## src/etfr_pkg.sv

```systemverilog
// Package for the external temperature fault response block
// Summary of operation
// - Paged OT response byte 0x50, default 0xb8
// - Paged UT response byte 0x54, same layout
// - OT fault sets summary, OT bit, alert
// - UT fault sets summary, UT bit, alert
// - UT response latency may reach 90 ms
// - Response 00 keeps output running
// - Writing response 01 or 11 flags CML
// - Response 10 disables output, then retry policy
// - Any response sets status bit and alert
// - Latched bits clear only on listed events
// - Retry 000 never restarts until cleared/off
// - Retry 111 restarts forever at retry interval
// - Delay field bits 2:0 ignored
package etfr_pkg;
    // ------------------------------------------------------------
    // Command codes and layout
    // ------------------------------------------------------------
    localparam logic [7:0] ETFR_CMD_OT = 8'h50;
    localparam logic [7:0] ETFR_CMD_UT = 8'h54;
    localparam logic [7:0] ETFR_RESP_RST = 8'hb8;
    localparam int ETFR_RESP_HI = 7;
    localparam int ETFR_RESP_LO = 6;
    localparam int ETFR_RETRY_HI = 5;
    localparam int ETFR_RETRY_LO = 3;
    localparam logic [1:0] ETFR_RESP_CONT = 2'h0;
    localparam logic [1:0] ETFR_RESP_SHUT = 2'h2;
    localparam logic [2:0] ETFR_RETRY_NONE = 3'h0;
    localparam logic [2:0] ETFR_RETRY_FOREVER = 3'h7;
    // Temperature status bit positions
    localparam int ETFR_STAT_OT = 7;
    localparam int ETFR_STAT_UT = 4;
    localparam logic [7:0] ETFR_STAT_RST = 8'h00;
    // Timing
    localparam int ETFR_CLK_HZ = 10_000_000;
    localparam int ETFR_UT_LAT_MS = 90;
    localparam int ETFR_UT_LAT_CYC = ETFR_UT_LAT_MS * (ETFR_CLK_HZ / 1000);
    localparam int ETFR_RETRY_MS = 350;
    localparam int ETFR_RETRY_CYC = ETFR_RETRY_MS * (ETFR_CLK_HZ / 1000);

    // ------------------------------------------------------------
    // Carriers
    // ------------------------------------------------------------
    typedef struct packed {
        logic wr;
        logic page;
        logic [7:0] code;
        logic [7:0] data;
    } etfr_cmd_type;

    typedef struct packed {
        logic clear_faults;
        logic restore_user;
        logic vendor_reset;
    } etfr_clr_type;
endpackage : etfr_pkg

```

## src/etfr_chan.sv

```systemverilog
// One output channel's fault response engine
`timescale 1ns/10ps
module etfr_chan #(
    parameter int RETRY_CYC = etfr_pkg::ETFR_RETRY_CYC
) (
    // Clock and reset
    input wire logic ref_clk_i,
    input wire logic rstn_i,
    // Settings and events
    input wire logic [7:0] ot_resp_i,
    input wire logic [7:0] ut_resp_i,
    input wire logic ot_fault_i,
    input wire logic ut_fault_i,
    input wire logic run_i,
    input wire logic clear_i,
    // Results
    output logic ot_flag_o,
    output logic ut_flag_o,
    output logic out_en_o
);
    import etfr_pkg::*;

    typedef enum logic [1:0] {ETFR_OFF, ETFR_ON, ETFR_HELD, ETFR_WAIT} etfr_st_type;

    etfr_st_type st_q, st_d;
    logic ot_q, ot_d, ut_q, ut_d, run_q, run_d;
    logic [31:0] cnt_q, cnt_d;
    logic ot_shut, ut_shut, shut, forever_retry;

    // ------------------------------------------------------------
    // Response decode; delay field never looked at
    // ------------------------------------------------------------
    always_comb begin
        ot_shut = ot_fault_i && ot_resp_i[ETFR_RESP_HI:ETFR_RESP_LO] == ETFR_RESP_SHUT;
        ut_shut = ut_fault_i && ut_resp_i[ETFR_RESP_HI:ETFR_RESP_LO] == ETFR_RESP_SHUT;
        shut = ot_shut || ut_shut;
        // Every fault that is shutting down must ask for retry, else the no-retry one wins
        forever_retry = (!ot_shut
            || ot_resp_i[ETFR_RETRY_HI:ETFR_RETRY_LO] == ETFR_RETRY_FOREVER)
            && (!ut_shut
            || ut_resp_i[ETFR_RETRY_HI:ETFR_RETRY_LO] == ETFR_RETRY_FOREVER);
    end

    always_comb begin
        run_d = run_i;
        // Set beats clear so a fault in the clear cycle is kept
        ot_d = ot_fault_i || (ot_q && !clear_i);
        ut_d = ut_fault_i || (ut_q && !clear_i);
        st_d = st_q;
        cnt_d = cnt_q;
        if (!run_i) begin
            st_d = ETFR_OFF;
        end else begin
            unique case (st_q)
                ETFR_OFF: begin
                    if (!run_q) st_d = ETFR_ON;
                end
                ETFR_ON: begin
                    if (shut) begin
                        st_d = forever_retry ? ETFR_WAIT : ETFR_HELD;
                        cnt_d = 32'h0;
                    end
                end
                ETFR_HELD: begin
                    if (clear_i) st_d = ETFR_ON;
                end
                ETFR_WAIT: begin
                    if (shut && !forever_retry) begin
                        st_d = ETFR_HELD;
                    end else if (cnt_q >= 32'(RETRY_CYC - 1)) begin
                        st_d = ETFR_ON;
                    end else begin
                        cnt_d = cnt_q + 32'h1;
                    end
                end
            endcase
        end
    end

    always_ff @(posedge ref_clk_i) begin
        if (!rstn_i) begin
            st_q <= ETFR_OFF;
            ot_q <= 1'b0;
            ut_q <= 1'b0;
            run_q <= 1'b0;
            cnt_q <= 32'h0;
        end else begin
            st_q <= st_d;
            ot_q <= ot_d;
            ut_q <= ut_d;
            run_q <= run_d;
            cnt_q <= cnt_d;
        end
    end

    assign ot_flag_o = ot_q;
    assign ut_flag_o = ut_q;
    assign out_en_o = (st_q == ETFR_ON) && !shut;
endmodule : etfr_chan

```

## src/etfr_top.sv

```systemverilog
// Top of the external temperature fault response block
`timescale 1ns/10ps
module etfr_top #(
    parameter int PAGES = 2,
    parameter int RETRY_CYC = etfr_pkg::ETFR_RETRY_CYC
) (
    // Clock and reset
    input wire logic ref_clk_i,
    input wire logic rstn_i,
    // Command port
    input wire etfr_pkg::etfr_cmd_type cmd_i,
    input wire etfr_pkg::etfr_clr_type clr_i,
    output logic [7:0] rd_data_o,
    // Channel side
    input wire logic [PAGES-1:0] ot_fault_i,
    input wire logic [PAGES-1:0] ut_fault_i,
    input wire logic [PAGES-1:0] run_i,
    input wire logic [PAGES-1:0] alert_mask_i,
    output logic [PAGES-1:0] out_en_o,
    // Status
    output logic [PAGES-1:0] temp_summary_o,
    output logic [PAGES*8-1:0] temp_status_o,
    output logic cml_fault_o,
    output logic alert_n_o
);
    import etfr_pkg::*;

    logic [7:0] ot_q [PAGES];
    logic [7:0] ot_d [PAGES];
    logic [7:0] ut_q [PAGES];
    logic [7:0] ut_d [PAGES];
    logic [7:0] rd_q, rd_d;
    logic cml_q, cml_d;
    logic [PAGES-1:0] ot_flag, ut_flag, clr_ch, run_q;
    logic any_alert, bad;
    logic clear_all;

    // ------------------------------------------------------------
    // Paged response bytes and CML check
    // ------------------------------------------------------------
    always_comb begin
        clear_all = clr_i.clear_faults | clr_i.restore_user | clr_i.vendor_reset;
        bad = cmd_i.data[ETFR_RESP_HI:ETFR_RESP_LO] == 2'h1
            || cmd_i.data[ETFR_RESP_HI:ETFR_RESP_LO] == 2'h3;
        cml_d = cml_q && !clear_all;
        for (int p = 0; p < PAGES; p++) begin
            ot_d[p] = ot_q[p];
            ut_d[p] = ut_q[p];
            if (cmd_i.wr && int'(cmd_i.page) == p && !bad) begin
                if (cmd_i.code == ETFR_CMD_OT) ot_d[p] = cmd_i.data;
                if (cmd_i.code == ETFR_CMD_UT) ut_d[p] = cmd_i.data;
            end
        end
        if (cmd_i.wr && bad && (cmd_i.code == ETFR_CMD_OT || cmd_i.code == ETFR_CMD_UT)) begin
            cml_d = 1'b1;
        end
        rd_d = 8'h00;
        if (cmd_i.code == ETFR_CMD_OT) rd_d = ot_q[cmd_i.page];
        if (cmd_i.code == ETFR_CMD_UT) rd_d = ut_q[cmd_i.page];
    end

    always_ff @(posedge ref_clk_i) begin
        if (!rstn_i) begin
            for (int p = 0; p < PAGES; p++) begin
                ot_q[p] <= ETFR_RESP_RST;
                ut_q[p] <= ETFR_RESP_RST;
            end
            rd_q <= 8'h00;
            cml_q <= 1'b0;
            run_q <= '0;
        end else begin
            ot_q <= ot_d;
            ut_q <= ut_d;
            rd_q <= rd_d;
            cml_q <= cml_d;
            run_q <= run_i;
        end
    end

    // ------------------------------------------------------------
    // Per channel engines
    // ------------------------------------------------------------
    // UT faults arrive from converter results, so up to 90 ms late
    for (genvar g = 0; g < PAGES; g++) begin : g_ch
        // Off then on cycle clears this page's bits
        assign clr_ch[g] = clear_all || (run_i[g] && !run_q[g]);
        etfr_chan #(.RETRY_CYC(RETRY_CYC)) u_ch (
            .ref_clk_i(ref_clk_i),
            .rstn_i(rstn_i),
            .ot_resp_i(ot_q[g]),
            .ut_resp_i(ut_q[g]),
            .ot_fault_i(ot_fault_i[g]),
            .ut_fault_i(ut_fault_i[g]),
            .run_i(run_i[g]),
            .clear_i(clr_ch[g]),
            .ot_flag_o(ot_flag[g]),
            .ut_flag_o(ut_flag[g]),
            .out_en_o(out_en_o[g])
        );
        assign temp_status_o[g*8 +: 8] = ETFR_STAT_RST
            | (8'(ot_flag[g]) << ETFR_STAT_OT)
            | (8'(ut_flag[g]) << ETFR_STAT_UT);
        assign temp_summary_o[g] = ot_flag[g] | ut_flag[g];
    end

    assign any_alert = |((ot_flag | ut_flag) & ~alert_mask_i) | cml_q;
    assign alert_n_o = !any_alert;
    assign cml_fault_o = cml_q;
    assign rd_data_o = rd_q;
endmodule : etfr_top

```

## config.mk

```make
export PLATFORM = sky130hd
export DESIGN_NAME = etfr_top
export DESIGN_NICKNAME = d
export VERILOG_FILES = /design/src/etfr_pkg.sv /design/src/etfr_chan.sv /design/src/etfr_top.sv
export SDC_FILE = /design/constraint.sdc
export NUM_CORES = 1
export LEC_CHECK = 0
export ABC_AREA = 1
export BUFFER_PORTS_ARGS = -buffer_cell sky130_fd_sc_hd__buf_2
export CAP_MARGIN = 10
export CORE_MARGIN = 2
export CORE_UTILIZATION = 60
export CTS_CLUSTER_SIZE = 8
export DETAILED_ROUTE_END_ITERATION = 8
export PLACE_DENSITY = 0.86
export SLEW_MARGIN = 0
export SYNTH_ARGS = -nofsm -noshare
export SYNTH_HDL_FRONTEND = slang
export SYNTH_HIERARCHICAL = 1
export SYNTH_SLANG_ARGS = --single-unit
```

## constraint.sdc

```tcl
create_clock -name ref_clk_i -period 2.6 [get_ports ref_clk_i]
set_clock_uncertainty 0.1 [all_clocks]
set_input_delay 0.52 -clock ref_clk_i [delete_from_list [all_inputs] [get_ports ref_clk_i]]
set_output_delay 0.52 -clock ref_clk_i [all_outputs]
set_load 0.1 [all_outputs]
```

# ---- After elaboration in Yosys (flattened, before gate mapping)
# Cells that the tools add are included.
dict set report word_totals {
  reg_bits 117
  input_bits 31
}
dict set report op_classes {
  addsub 2
  n_lt_le_gt_ge 3
  eq_ne 30
  mux 31
  n_bitwise 12
  reduce_logical 67
}
# operator count
set ops {}
lappend ops {{$mux 32} 6}
lappend ops {{$pmux 32 s2} 2}
lappend ops {{$add 32x1->32 const B} 2}
lappend ops {{$ge 32x22->1 const B} 2}
lappend ops {{$mux 8} 8}
lappend ops {{$logic_and 1x1->1} 23}
lappend ops {{$mux 2} 10}
lappend ops {{$eq 2x2->1 const B} 9}
lappend ops {{$eq 8x7->1 const B} 2}
lappend ops {{$or 8x5->8} 2}
lappend ops {{$pmux 2 s4} 2}
lappend ops {{$logic_not 1->1} 15}
lappend ops {{$logic_or 1x1->1} 14}
lappend ops {{$eq 3x3->1 const B} 4}
lappend ops {{$ne 2x2->1 const B} 6}
lappend ops {{$reduce_and 2->1} 6}
lappend ops {{$reduce_and 5->1} 2}
lappend ops {{$ne 2x1->1 const B} 4}
lappend ops {{$reduce_and 4->1} 2}
lappend ops {{$eq 2x1->1 const B} 3}
lappend ops {{$ne 3x1->1 const B} 2}
lappend ops {{$or 1x1->1} 5}
lappend ops {{$logic_not 2->1} 2}
lappend ops {{$reduce_bool 2->1} 2}
lappend ops {{8 further kinds} 10}

# ---- Longest topological paths before layout
# Gate-level depths: netlist of the first run.
dict set report logic_depth {
  depth_word 9
  depth_mapped 15
  depth_no_buf 14
}

# ---- By module
# Netlist of the first run, hierarchy kept.
# module n_inst cells_per_inst area_per_inst_um2 seq_area_each_um2
set modules_own_cells {}
lappend modules_own_cells {etfr_chan 2 357 2177.1 740.7}
lappend modules_own_cells {etfr_top 1 309 2068.2 860.8}

# ---- Least setup slack after synthesis of the first run
# OpenSTA, ideal clock, no wires.
dict set report synth_timing {
  path_type {register to output}
  start {register g_ch[0].u_ch.ot_q}
  end {output alert_n_o}
  t_arrival_ns 2.957
  slack_ns -0.977
  stages_incl_launch_ff 4
  n_path_buf 0
  path_cell_list {dfxtp_1 -> inv_1 -> a21oi_1 -> nor3_1}
}
dict set report synth_between {
  elab_chain_cells 5
}
# item line
set synth_rtl {}
lappend synth_rtl {{start, declared} etfr_chan.sv:26} ;# logic ot_q, ot_d, ut_q, ut_d, run_q, run_d;
lappend synth_rtl {{start signal, assigned} etfr_chan.sv:89} ;# ot_q <= ot_d;
lappend synth_rtl {{$or 2x2->2} etfr_top.sv:106} ;# assign any_alert = |((ot_flag | ut_flag) & ~alert_mask_i) | cml_q;
lappend synth_rtl {{$and 2x2->2} etfr_top.sv:106}
lappend synth_rtl {{$reduce_or 2->1} etfr_top.sv:106}
lappend synth_rtl {{$or 1x1->1} etfr_top.sv:106}
lappend synth_rtl {{$logic_not 1->1} etfr_top.sv:107} ;# assign alert_n_o = !any_alert;
lappend synth_rtl {{end, declared} etfr_top.sv:24} ;# output logic alert_n_o
# No other way between the ends.

# ---- Final worst setup path of the first run
dict set report layout_timing {
  start {register g_ch[0].u_ch.st_q[0]}
  end {output out_en_o[0]}
}
dict set report layout_between {
  elab_chain_cells 2
}
# item line
set layout_rtl {}
lappend layout_rtl {{start, declared} etfr_chan.sv:25} ;# etfr_st_type st_q, st_d;
lappend layout_rtl {{start signal, assigned} etfr_chan.sv:88} ;# st_q <= st_d;
lappend layout_rtl {{$eq 2x1->1} etfr_chan.sv:98} ;# assign out_en_o = (st_q == ETFR_ON) && !shut;
lappend layout_rtl {{$logic_and 1x1->1} etfr_chan.sv:98}
lappend layout_rtl {{end, declared} etfr_top.sv:19} ;# output logic [PAGES-1:0] out_en_o,
# No other way between the ends.

==> results of run 1 <==
## worst max-delay path by stage
stage / from / slack, ns / cells past startpoint / to
after floorplan: g_ch[0].u_ch/ot_flag_o$_SDFF_PN0_ / 0.21 / 2 / temp_summary_o[0]
after global placement: clr_i[1] / 0.51 / 11 / g_ch[1].u_ch/st_q[1]$_SDFFE_PN0P_
after detailed placement: cmd_i[16] / 0.48 / 6 / ut_q[5]$_SDFFE_PN1P_
after CTS: g_ch[0].u_ch/st_q[0]$_SDFFE_PN0P_ / 0.07 / 5 / out_en_o[0]
after global routing: g_ch[0].u_ch/st_q[0]$_SDFFE_PN0P_ / 0.02 / 5 / out_en_o[0]
final: g_ch[0].u_ch/st_q[0]$_SDFFE_PN0P_ / 0.19 / 5 / out_en_o[0]
## layout make-up
| cell class | count | area, um2 | share of cell area |
|---|---|---|---|
| multi-input combinational | 751 | 3370 | 0.465 |
| tap | 136 | 170 | 0.0235 |
| sequential | 117 | 2340 | 0.324 |
| timing repair buffer | 58 | 318 | 0.0439 |
| inverter | 119 | 457 | 0.0631 |
| clock inverter | 13 | 151 | 0.0209 |
| clock buffer | 19 | 432 | 0.0596 |
## cells in the final DEF, fill, tap and decap left out, types with 3 or more instances in the layout
master      instances
nor2_1            184
buf_4              10
conb_1             12
nand4_1             4
buf_2              47
clkinv_4            5
or2_2              10
o21ai_0            24
nand2_1           280
inv_6               3
clkinvlp_4          3
o21bai_1            4
inv_1             112
nor3_1             13
nor3_2              4
dfxtp_1           117
nor2_2              3
nand2_2             8
o211ai_1            6
nand3_1           144
clkbuf_16          16
a21oi_1            31
inv_2               5
## cell families (layout without fill, tap and decap cells)
group / after synthesis / after routing / synth area share
AND/OR/NAND/NOR: 666 / 666 / 0.450
buffers and inverters: 166 / 209 / 0.119
flip-flops: 117 / 117 / 0.365
AO/OA/AOI/OAI: 69 / 69 / 0.0588
adder cells (fa/ha/maj): 2 / 2 / 0.00390
XOR/XNOR: 2 / 2 / 0.00273
other: 1 / 12 / 0.000584
## flip-flops by register name, summed over array words and instances (netlist names), 2 cells and up
name / cells
ut_q: 16
g_ch.u_ch/st_q: 4
g_ch.u_ch/ut_flag_o: 2
run_q: 2
rd_data_o: 8
g_ch.u_ch/ot_flag_o: 2
ot_q: 16
g_ch.u_ch/cnt_q: 64
g_ch.u_ch/run_q: 2
## worst max-delay path, stage by stage, from the launching register on
cell,delay (ns)
dfxtp_1,0.40
inv_1,0.11
nor3_1,0.21
nand2_1,0.14
inv_1,0.07
clkbuf_4,0.32
## stage by stage
| stage | cells | hold slack (ns) |
|---|---|---|
| global route | 1213 | 0.115 |
| detailed placement | 1181 | 0.323 |
| floorplan | 1034 | 0.309 |
| global placement | 1181 | 0.318 |
| CTS | 1213 | 0.104 |
| finish | 1213 | 0.124 |
## timing repair
item,in CTS,in global routing
setup endpoints to repair,0,1
hold buffers,0,0
resized for setup,0,1
setup buffers,0,0
## routing by layer
layer | up-vias | global-route usage
li1 | 3274 | -
met5 | - | 0
met1 | 2913 | 0.359
met2 | 190 | 0.457
met3 | 33 | 0.0678
met4 | 0 | 0.114
## power by group
group          internal (uW)  switching [uW]  leakage, uW  total [uW]
Clock                   1400             876     0.000277        2280
Combinational            109             329      0.00215         438
Sequential              1830            49.5     0.000949        1880
==> out/qor.csv, run 1 <==
stage,metric,value,unit
detailed_routing,vias_per_cell,5.28,
clocking,clkTransAtPathRegs,0.06,ns
timing,rsz0062_at_grt,no,
clocking,cts_max_path_buffers,2,
timing,worst_pin_slew,0.558,ns
worst_hold_path,min_path_type,input port to register,
synth,ys.flop_type,dfxtp_1,
power_and_ir_drop,p_per_area,635,mW/mm2
timing,clock.fmax,0.415,GHz
timing,final.min_clock_period,2.41,ns
finish,fin_area,0.00724,mm2
placed_design,globalplace.congestion,0.953,
worst_setup_path,crit-reg2reg-launch,g_ch[1].u_ch/cnt_q[0]$_SDFFE_PN0P_,
clocking,cts.sinks,117,
floorplan,die_h,107,um
placed_design,pre_cts_ws,0.481,ns
worst_setup_path,critPathKind,register to primary output,
worst_setup_path,r2r-end,g_ch[1].u_ch/cnt_q[14]$_SDFFE_PN0P_,
floorplan,die-area,0.0115,mm2
worst_setup_path,cp_max_fo,5,
placed_design,port_buffers,48,
grt,grt_max_degree,35,
synth,yosys.area.top_type_share,0.365,
clocking,htree_levels,4,
grt,grt_pass1_vias,5813,
floorplan,initial_core_util,0.619,
detailed_routing,top_layer,met4,
clocking,cts_tree,built,
worst_setup_path,rrSetupSlack,0.53,ns
finish,area_delta_synth_final,12.7,%
flow_run,drv_cap,0,
finish,fin_nets,1097,
timing,setup_viol,0,
synth,netlist_instances,1023,
clocking,cts_made_buffers,17,
floorplan,rows,37,
placed_design,dpl_cell_area,0.00665,mm2
floorplan,fp.dieW,107,um
timing,fin_ws,0.191,ns
finish,utilization,0.698,
clocking,clk_latency,0.53,ns
synth,async_flop_share,0,
synth,netlist_area,0.00642,mm2
timing,period_share,0.927,
synth,synth.distinct_cells,35,
finish,n_fill_cell,900,
synth,synth_most_common_cell,nand2_1,
power_and_ir_drop,leakage,0.00337,uW
detailed_routing,met3_length,925,um
placed_design,place_hpwl,10500,um
timing,maxSlewHeadroom,0.628,
detailed_routing,drt-met1-wl,6790,um
timing,fin_setup_tns,0,ns
finish,drive_gt1_frac,0.122,
worst_setup_path,reg2reg_depth,14,
synth,yosysTopAreaCell,dfxtp_1,
status,status,"finished, final reports clean",
timing,hold_viol_final,0,
detailed_routing,drt-total-wl,15200,um
grt,grt_usage,0.281,
timing,finalMaxSlewViolations,0,
detailed_routing,dr.pass1.iters,5,
synth,synth-seq-cells,117,
worst_hold_path,whs_endpoint,run_q[0]$_SDFF_PN0_,
power_and_ir_drop,peakVddDrop,0.000991,V
detailed_routing,vias,6410,
synth,ys_top_cells_by_count,"280 x nand2_1, 184 x nor2_1, 144 x nand3_1",
worst_setup_path,critPathRequiredTime,1.98,ns
synth,avgSynthCellArea,6.28,um2
floorplan,core,0.0104,mm2
detailed_routing,first_iter_violations,454,
detailed_routing,drtAntennaViolNets,0,
grt,grt_remaining_overflow,0,
power_and_ir_drop,total_power,4600,uW
detailed_routing,drcViolationCount,0,
grt,antenna_found_initial,0,
worst_setup_path,cp.arrival,1.79,ns
floorplan,pin_count,61,
worst_hold_path,hp-start,run_i[0],
finish,antennaDiodeCount,0,
grt,grt_pass1_wl,26200,um
worst_setup_path,end_kind,primary output,
detailed_routing,met2WireLength,7180,um
synth,synth_area_leaders,"dfxtp_1 36%, nand2_1 16%, nand3_1 11%, nor2_1 11%, inv_1 6.5%",
synth,seq_area_frac_synth,0.365,
worst_setup_path,start_kind,register,
clocking,root_buffer,clkbuf_8,
synth,yosysWarnings,6,
worst_hold_path,whs_path_depth,3,
detailed_routing,wl_per_cell,12.6,um
synth,synth_enable_flop_cells,0,
(Power assumes the default switching activity.)
==> run 2: changes to the inputs <==
- BUFFER_PORTS_ARGS: -buffer_cell sky130_fd_sc_hd__buf_2 -> -buffer_cell sky130_fd_sc_hd__buf_4
==> run 2 against run 1 <==
Net effect: non-clock buffer count down 3; fmax up 3.7%; setup slack better by 0.085 ns; global-route usage down 0.90 points; final cell count down 0.25%; via count down 1.2%.
==> out/qor.csv, run 2 (synthesized netlist as in run 1, its figures left out) <==
stage,metric,value,unit,change
status,status,"finished, final reports clean",,
clocking,root_buffer,clkbuf_8,,
finish,fin_nets,1094,,-0.27%
worst_hold_path,hp-start,ot_fault_i[1],,
worst_setup_path,crit-reg2reg-launch,g_ch[0].u_ch/cnt_q[0]$_SDFFE_PN0P_,,
timing,hold_ws,0.109,ns,-0.0141 ns
floorplan,die-area,0.0115,mm2,unchanged
power_and_ir_drop,p_per_area,624,mW/mm2,-1.8%
grt,grt_pass1_vias,5721,,-1.6%
worst_setup_path,slowest_stage,dfxtp_1,,
finish,area_delta_synth_final,14.0,%,
worst_hold_path,whs_endpoint,g_ch[1].u_ch/ot_flag_o$_SDFF_PN0_,,
placed_design,place_hpwl,10200,um,-2.4%
grt,grt_pass1_wl,25300,um,-3.3%
worst_setup_path,crit_path_cell_trace,"inv_1, nor3_1, nand2_1, inv_1, buf_4",,
floorplan,fp.dieW,107,um,unchanged
timing,period_share,0.894,,-0.0329
clocking,cts_tree,built,,
clocking,cts_max_path_buffers,2,,unchanged
timing,setup_viol,0,,unchanged
grt,grt_remaining_overflow,0,,unchanged
timing,hold_viol_final,0,,unchanged
detailed_routing,dr.pass1.iters,5,,unchanged
finish,drive_gt1_frac,0.119,,-0.00245
worst_setup_path,r2r-end,g_ch[0].u_ch/cnt_q[14]$_SDFFE_PN0P_,,
detailed_routing,vias,6330,,-1.2%
clocking,htree_levels,4,,unchanged
timing,worst_pin_slew,0.505,ns,-0.0526 ns
worst_setup_path,crit_start,g_ch[0].u_ch/st_q[0]$_SDFFE_PN0P_,,
timing,final.min_clock_period,2.32,ns,-0.0855 ns
worst_hold_path,min_path_type,input port to register,,
power_and_ir_drop,peakVddDrop,0.000596,V,-40%
worst_setup_path,cp.arrival,1.70,ns,-0.09 ns
grt,antenna_found_initial,0,,unchanged
finish,top_regs,"g_ch.u_ch/cnt_q (64), ot_q (16), ut_q (16)",,
floorplan,core,0.0104,mm2,unchanged
detailed_routing,wl_per_cell,12.3,um,-2.1%
finish,seqCellArea,0.00234,mm2,unchanged
worst_setup_path,cp_max_fo,5,,unchanged
flow_run,drv_cap,0,,unchanged
finish,layout_common_cells,"280 x nand2_1, 184 x nor2_1, 144 x nand3_1, 117 x dfxtp_1, 112 x inv_1",,
finish,largest-register,g_ch.u_ch/cnt_q,,
detailed_routing,first_iter_violations,498,,+9.7%
placed_design,globalplace.congestion,0.930,,-2.4%
grt,grt_max_degree,37,,+5.7%
clocking,post_cts_buffers,0,,unchanged
detailed_routing,drtAntennaViolNets,0,,unchanged
clocking,clkTransAtPathRegs,0.06,ns,about the same
placed_design,dpl_cell_area,0.00675,mm2,+1.5%
finish,n_fill_cell,912,,+1.3%
finish,layout_commonest_cell,nand2_1,,
detailed_routing,vias_per_cell,5.23,,-1.0%
detailed_routing,drcViolationCount,0,,unchanged
placed_design,pre_cts_ws,0.474,ns,-0.00717 ns
worst_setup_path,slowest_delay,0.39,ns,about the same
clocking,clk_latency,0.53,ns,about the same
timing,fin_ws,0.276,ns,+0.0855 ns
worst_hold_path,whs_path_depth,3,,unchanged
floorplan,pin_count,61,,unchanged
clocking,cts_made_buffers,17,,unchanged
placed_design,port_buffers,48,,unchanged
clocking,post_cts_resized,0,,unchanged
floorplan,initial_core_util,0.619,,unchanged
finish,fin_area,0.00732,mm2,+1.1%
worst_setup_path,reg2reg_depth,14,,unchanged
finish,largest_reg_flops,64,,unchanged
clocking,cts_hold_buf,0,,unchanged
timing,maxSlewHeadroom,0.663,,+0.0351
timing,finalMaxSlewViolations,0,,unchanged
power_and_ir_drop,leakage,0.00338,uW,+0.17%
worst_setup_path,critPathKind,register to primary output,,
power_and_ir_drop,total_power,4570,uW,-0.64%
worst_setup_path,crit_top_cell,inv_1,,
floorplan,die_h,107,um,unchanged
floorplan,rows,37,,unchanged
worst_setup_path,start_kind,register,,
timing,fin_setup_tns,0,ns,unchanged
clocking,cts.sinks,117,,unchanged
finish,antennaDiodeCount,0,,unchanged
grt,grt_usage,0.272,,-0.00900
timing,clock.fmax,0.430,GHz,+3.7%
worst_setup_path,rrSetupSlack,0.47,ns,-0.06 ns
worst_setup_path,critPathRequiredTime,1.98,ns,about the same
detailed_routing,drt-total-wl,14900,um,-2.4%
timing,rsz0062_at_grt,no,,
finish,multi_input_area,0.00337,mm2,unchanged
worst_setup_path,end_kind,primary output,,
[run 2: cell types whose count changed in the layout (fill, tap and decap cells not counted), sizes merged]
cell and delta:
clkbuf -2, inv +1, clkinvlp +1, buf -2
clkinv -1
[run 2: critical path, delay by kind of cell, from the launching register on]
| kind | cells | cell delay (ns) |
|---|---|---|
| buf+inv | 3 | 0.49 |
| flops | 1 | 0.39 |
| simple gates | 2 | 0.28 |
[run 2: how the worst max path moves through the flow]
stage	to	slack (ns)	depth (start not counted)
6_report	out_en_o[0]	0.28	5
3_3_place_gp	g_ch[0].u_ch/cnt_q[14]$_SDFFE_PN0P_	0.56	12
2_1_floorplan	temp_summary_o[0]	0.21	2
3_5_place_dp	g_ch[0].u_ch/cnt_q[14]$_SDFFE_PN0P_	0.47	12
5_1_grt	out_en_o[0]	0.14	5
4_1_cts	alert_n_o	0.28	4
[run 2: layout make-up]
| class | instances | share of cell area |
|---|---|---|
| inverters | 119 | 0.0624 |
| well taps | 136 | 0.0232 |
| repair buffers | 55 | 0.0564 |
| flip-flops and latches | 117 | 0.320 |
| multi-input cells | 751 | 0.460 |
| clock buffers | 18 | 0.0571 |
| clock inverters | 14 | 0.0208 |
[run 2: stage by stage]
stage,instances,utilization
CTS,1210,0.706
detailed placement,1178,0.651
global placement,1178,0.651
global route,1210,0.706
floorplan,1034,-
finish,1210,0.706
[run 2: power breakdown]
group          switching [uW]  internal, uW
Sequential               49.0          1830
Clock                     868          1370
Combinational             325           123
[run 2: metal layers]
| layer | up-vias | track usage | part of all wire |
|---|---|---|---|
| met5 | - | 0 | 0 |
| met4 | 0 | 0.123 | 0.029 |
| met3 | 35 | 0.0745 | 0.069 |
| met2 | 227 | 0.435 | 0.46 |
| met1 | 2802 | 0.342 | 0.44 |
| li1 | 3266 | - | - |
==> run 3: changes to the inputs <==
- ABC_AREA: 1 -> 0
- SLEW_MARGIN: 0 -> not set
==> run 3 against run 2 <==
Net effect: non-clock buffer count is 11 higher; global-route usage is 2.3 points higher; final cell count is 36% lower; synthesized cell count is 41% lower; clock power is 9.8% lower; largest power group unchanged; highest routed layer unchanged; fmax is 5.9% lower; critical path depth is 2 lower; combinational power is 25% lower.
==> out/qor.csv, run 3 <==
stage,metric,value,unit,change
placed_design,port_buffers,48,,unchanged
detailed_routing,vias_per_cell,6.57,,+26%
floorplan,die_h,101,um,-5.8%
synth,yosysTopAreaCell,dfxtp_1,,
worst_setup_path,cp_max_fo,5,,unchanged
worst_setup_path,critPathKind,register to primary output,,
placed_design,dpl_cell_area,0.00615,mm2,-8.9%
grt,grt_usage,0.295,,+0.0229
power_and_ir_drop,comb_power_share,0.081,,-0.017
timing,hold_ws,0.110,ns,+0.000523 ns
clocking,clk_latency,0.53,ns,about the same
finish,fin_nets,689,,-37%
flow_run,drv_cap,0,,unchanged
power_and_ir_drop,swShare,0.263,,-0.00869
placed_design,globalplace.congestion,0.920,,-1.1%
floorplan,pin_count,61,,unchanged
synth,synth_enable_flop_cells,0,,unchanged
placed_design,place_hpwl,9930,um,-3.0%
finish,top_regs,"g_ch.u_ch/cnt_q (64), ot_q (16), ut_q (16)",,
detailed_routing,drcViolationCount,0,,unchanged
grt,grt_pass1_wl,23700,um,-6.5%
timing,period_share,0.950,,+0.0563
power_and_ir_drop,p_int,3070,uW,-7.6%
timing,hold_viol_final,0,,unchanged
timing,clock.fmax,0.405,GHz,-5.9%
grt,grt_remaining_overflow,0,,unchanged
power_and_ir_drop,pwr-share-clk,0.483,,-0.007
synth,ys.flop_type,dfxtp_1,,
finish,layout_commonest_cell,dfxtp_1,,
clocking,clkTransAtPathRegs,0.06,ns,about the same
worst_setup_path,critPathRequiredTime,1.98,ns,about the same
timing,finalMaxSlewViolations,0,,unchanged
power_and_ir_drop,pwr-share-seq,0.435,,+0.023
finish,area_delta_synth_final,17.6,%,
timing,setup_viol,0,,unchanged
timing,worst_pin_slew,0.675,ns,+0.170 ns
worst_hold_path,min_path_type,input port to register,,
clocking,post_cts_resized,0,,unchanged
status,status,"finished, final reports clean",,
worst_setup_path,cp.arrival,1.85,ns,+0.15 ns
synth,synth_most_common_cell,dfxtp_1,,
detailed_routing,dr.pass1.iters,5,,unchanged
power_and_ir_drop,p_per_area,625,mW/mm2,+0.21%
clocking,cts_tree,built,,
worst_setup_path,start_kind,register,,
power_and_ir_drop,p_switching,1100,uW,-12%
synth,ys_top_cells_by_count,"117 x dfxtp_1, 53 x nand2_1, 34 x nand3_1",,
grt,antenna_found_initial,0,,unchanged
finish,antennaDiodeCount,0,,unchanged
finish,fin_area,0.00667,mm2,-8.9%
detailed_routing,wl_per_cell,18.5,um,+50%
detailed_routing,vias,5122,,-19%
grt,grt_max_degree,32,,-14%
placed_design,placedCellCount,748,,-37%
timing,final.min_clock_period,2.47,ns,+0.146 ns
finish,n_fill_cell,672,,-26%
floorplan,core,0.00920,mm2,-11%
timing,maxSlewHeadroom,0.548,,-0.115
synth,synth.distinct_cells,61,,+74%
detailed_routing,first_iter_violations,348,,-30%
detailed_routing,drt-total-wl,14400,um,-3.1%
synth,netlist_area,0.00567,mm2,-12%
power_and_ir_drop,peakVddDrop,0.000466,V,-22%
grt,grt_pass1_vias,4994,,-13%
clocking,cts_hold_buf,0,,unchanged
synth,netlist_instances,605,,-41%
synth,synth_area_leaders,"dfxtp_1 41%, mux2i_1 5.6%, nand2_1 3.5%, a31oi_1 3.1%, nand3_1 3.0%",,
detailed_routing,drtAntennaViolNets,0,,unchanged
finish,final_cells,780,,-36%
floorplan,rows,35,,-5.4%
power_and_ir_drop,total_power,4170,uW,-8.7%
synth,seq_area_frac_synth,0.413,,+0.0482
timing,rsz0062_at_grt,no,,
worst_setup_path,end_kind,primary output,,
clocking,cts_made_buffers,17,,unchanged
synth,yosys.area.top_type_share,0.413,,+0.0482
synth,avgSynthCellArea,9.38,um2,+49%
power_and_ir_drop,leakage,0.00277,uW,-18%
clocking,cts_max_path_buffers,2,,unchanged
finish,largest_reg_flops,64,,unchanged
clocking,root_buffer,clkbuf_8,,
finish,drive_gt1_frac,0.209,,+0.0901
floorplan,die-area,0.0102,mm2,-11%
finish,largest-register,g_ch.u_ch/cnt_q,,
clocking,htree_levels,4,,unchanged
timing,fin_setup_tns,0,ns,unchanged
synth,yosysWarnings,6,,unchanged
floorplan,initial_core_util,0.617,,-0.00246
finish,layout_common_cells,"113 x dfxtp_1, 66 x buf_4, 53 x nand2_1, 34 x nand3_1, 32 x mux2i_1",,
clocking,cts.sinks,117,,unchanged
floorplan,fp.dieW,101,um,-5.8%
synth,async_flop_share,0,,unchanged
clocking,post_cts_buffers,0,,unchanged
synth,synth-seq-cells,117,,unchanged
## run 3: cell types whose count changed in the layout (fill, tap and decap cells not counted), sizes merged, moves of 12 or more
cell,change
a31oi,+26
and2,+20
and3,+17
inv,-108
mux2i,+32
nand2,-239
nand3,-112
nand4,+12
nor2,-162
nor2b,+26
o21ai,-13
## run 3: power by group through the flow
stage	clock network [uW]	registers [uW]	logic (uW)
3_3_place_gp	0	1850	327
2_1_floorplan	0	1870	244
6_report	2020	1820	338
4_1_cts	2030	1820	336
3_5_place_dp	0	1850	335
5_1_grt	2120	1820	354
## run 3: final cells by class
cell class              count  area [um2]  share of cell area
clock buffers              18         428              0.0642
flip-flops and latches    117        2350               0.352
clock inverters            14        88.8              0.0133
inverters                  14        52.6             0.00788
repair buffers             66         495              0.0743
well taps                 111         139              0.0208
multi-input cells         440        3120               0.468
## run 3: path summary, 6_finish.rpt
path                                            from                                  to  slack (ns)  cells past startpoint
setup / recovery                ut_q[6]$_SDFFE_PN0P_                         out_en_o[1]        0.13                      3
hold / removal                         ut_fault_i[1]   g_ch[1].u_ch/ut_flag_o$_SDFF_PN0_        0.11                      3
setup reg to reg  g_ch[0].u_ch/cnt_q[0]$_SDFFE_PN0P_  g_ch[0].u_ch/cnt_q[9]$_SDFFE_PN0P_        0.39                      7
hold reg to reg                 ot_q[6]$_SDFFE_PN0P_                ot_q[6]$_SDFFE_PN0P_        0.36                      2
## run 3: cell families after synthesis
family | count (synthesis) | synth area share
AND/OR/NAND/NOR | 250 | 0.253
AO/OA/AOI/OAI | 136 | 0.185
flip-flops | 117 | 0.413
buffers and inverters | 59 | 0.0538
multiplexers | 40 | 0.0902
adder cells (fa/ha/maj) | 2 | 0.00441
other | 1 | 0.000661
## run 3: routing by layer
layer / GRT usage / part of all wire / vias to the layer above
met5: 0 / 0 / -
met4: 0.149 / 0.028 / 0
met3: 0.0663 / 0.078 / 43
met2: 0.510 / 0.49 / 271
met1: 0.343 / 0.40 / 2452
li1: - / - / 2356
## run 3: per-stage QoR
step                      utilization  setup slack (ns)
after floorplan                     -            0.0555
after global placement          0.669             0.319
after detailed placement        0.669             0.249
after CTS                       0.725             0.122
after global routing            0.725            0.0618
final                           0.725             0.130
## run 3: critical path, cell delays in order, from the launching register on
cell and delay, ns:
dfxtp_1 0.36, and3b_1 0.31, nor4b_4 0.31, buf_4 0.33
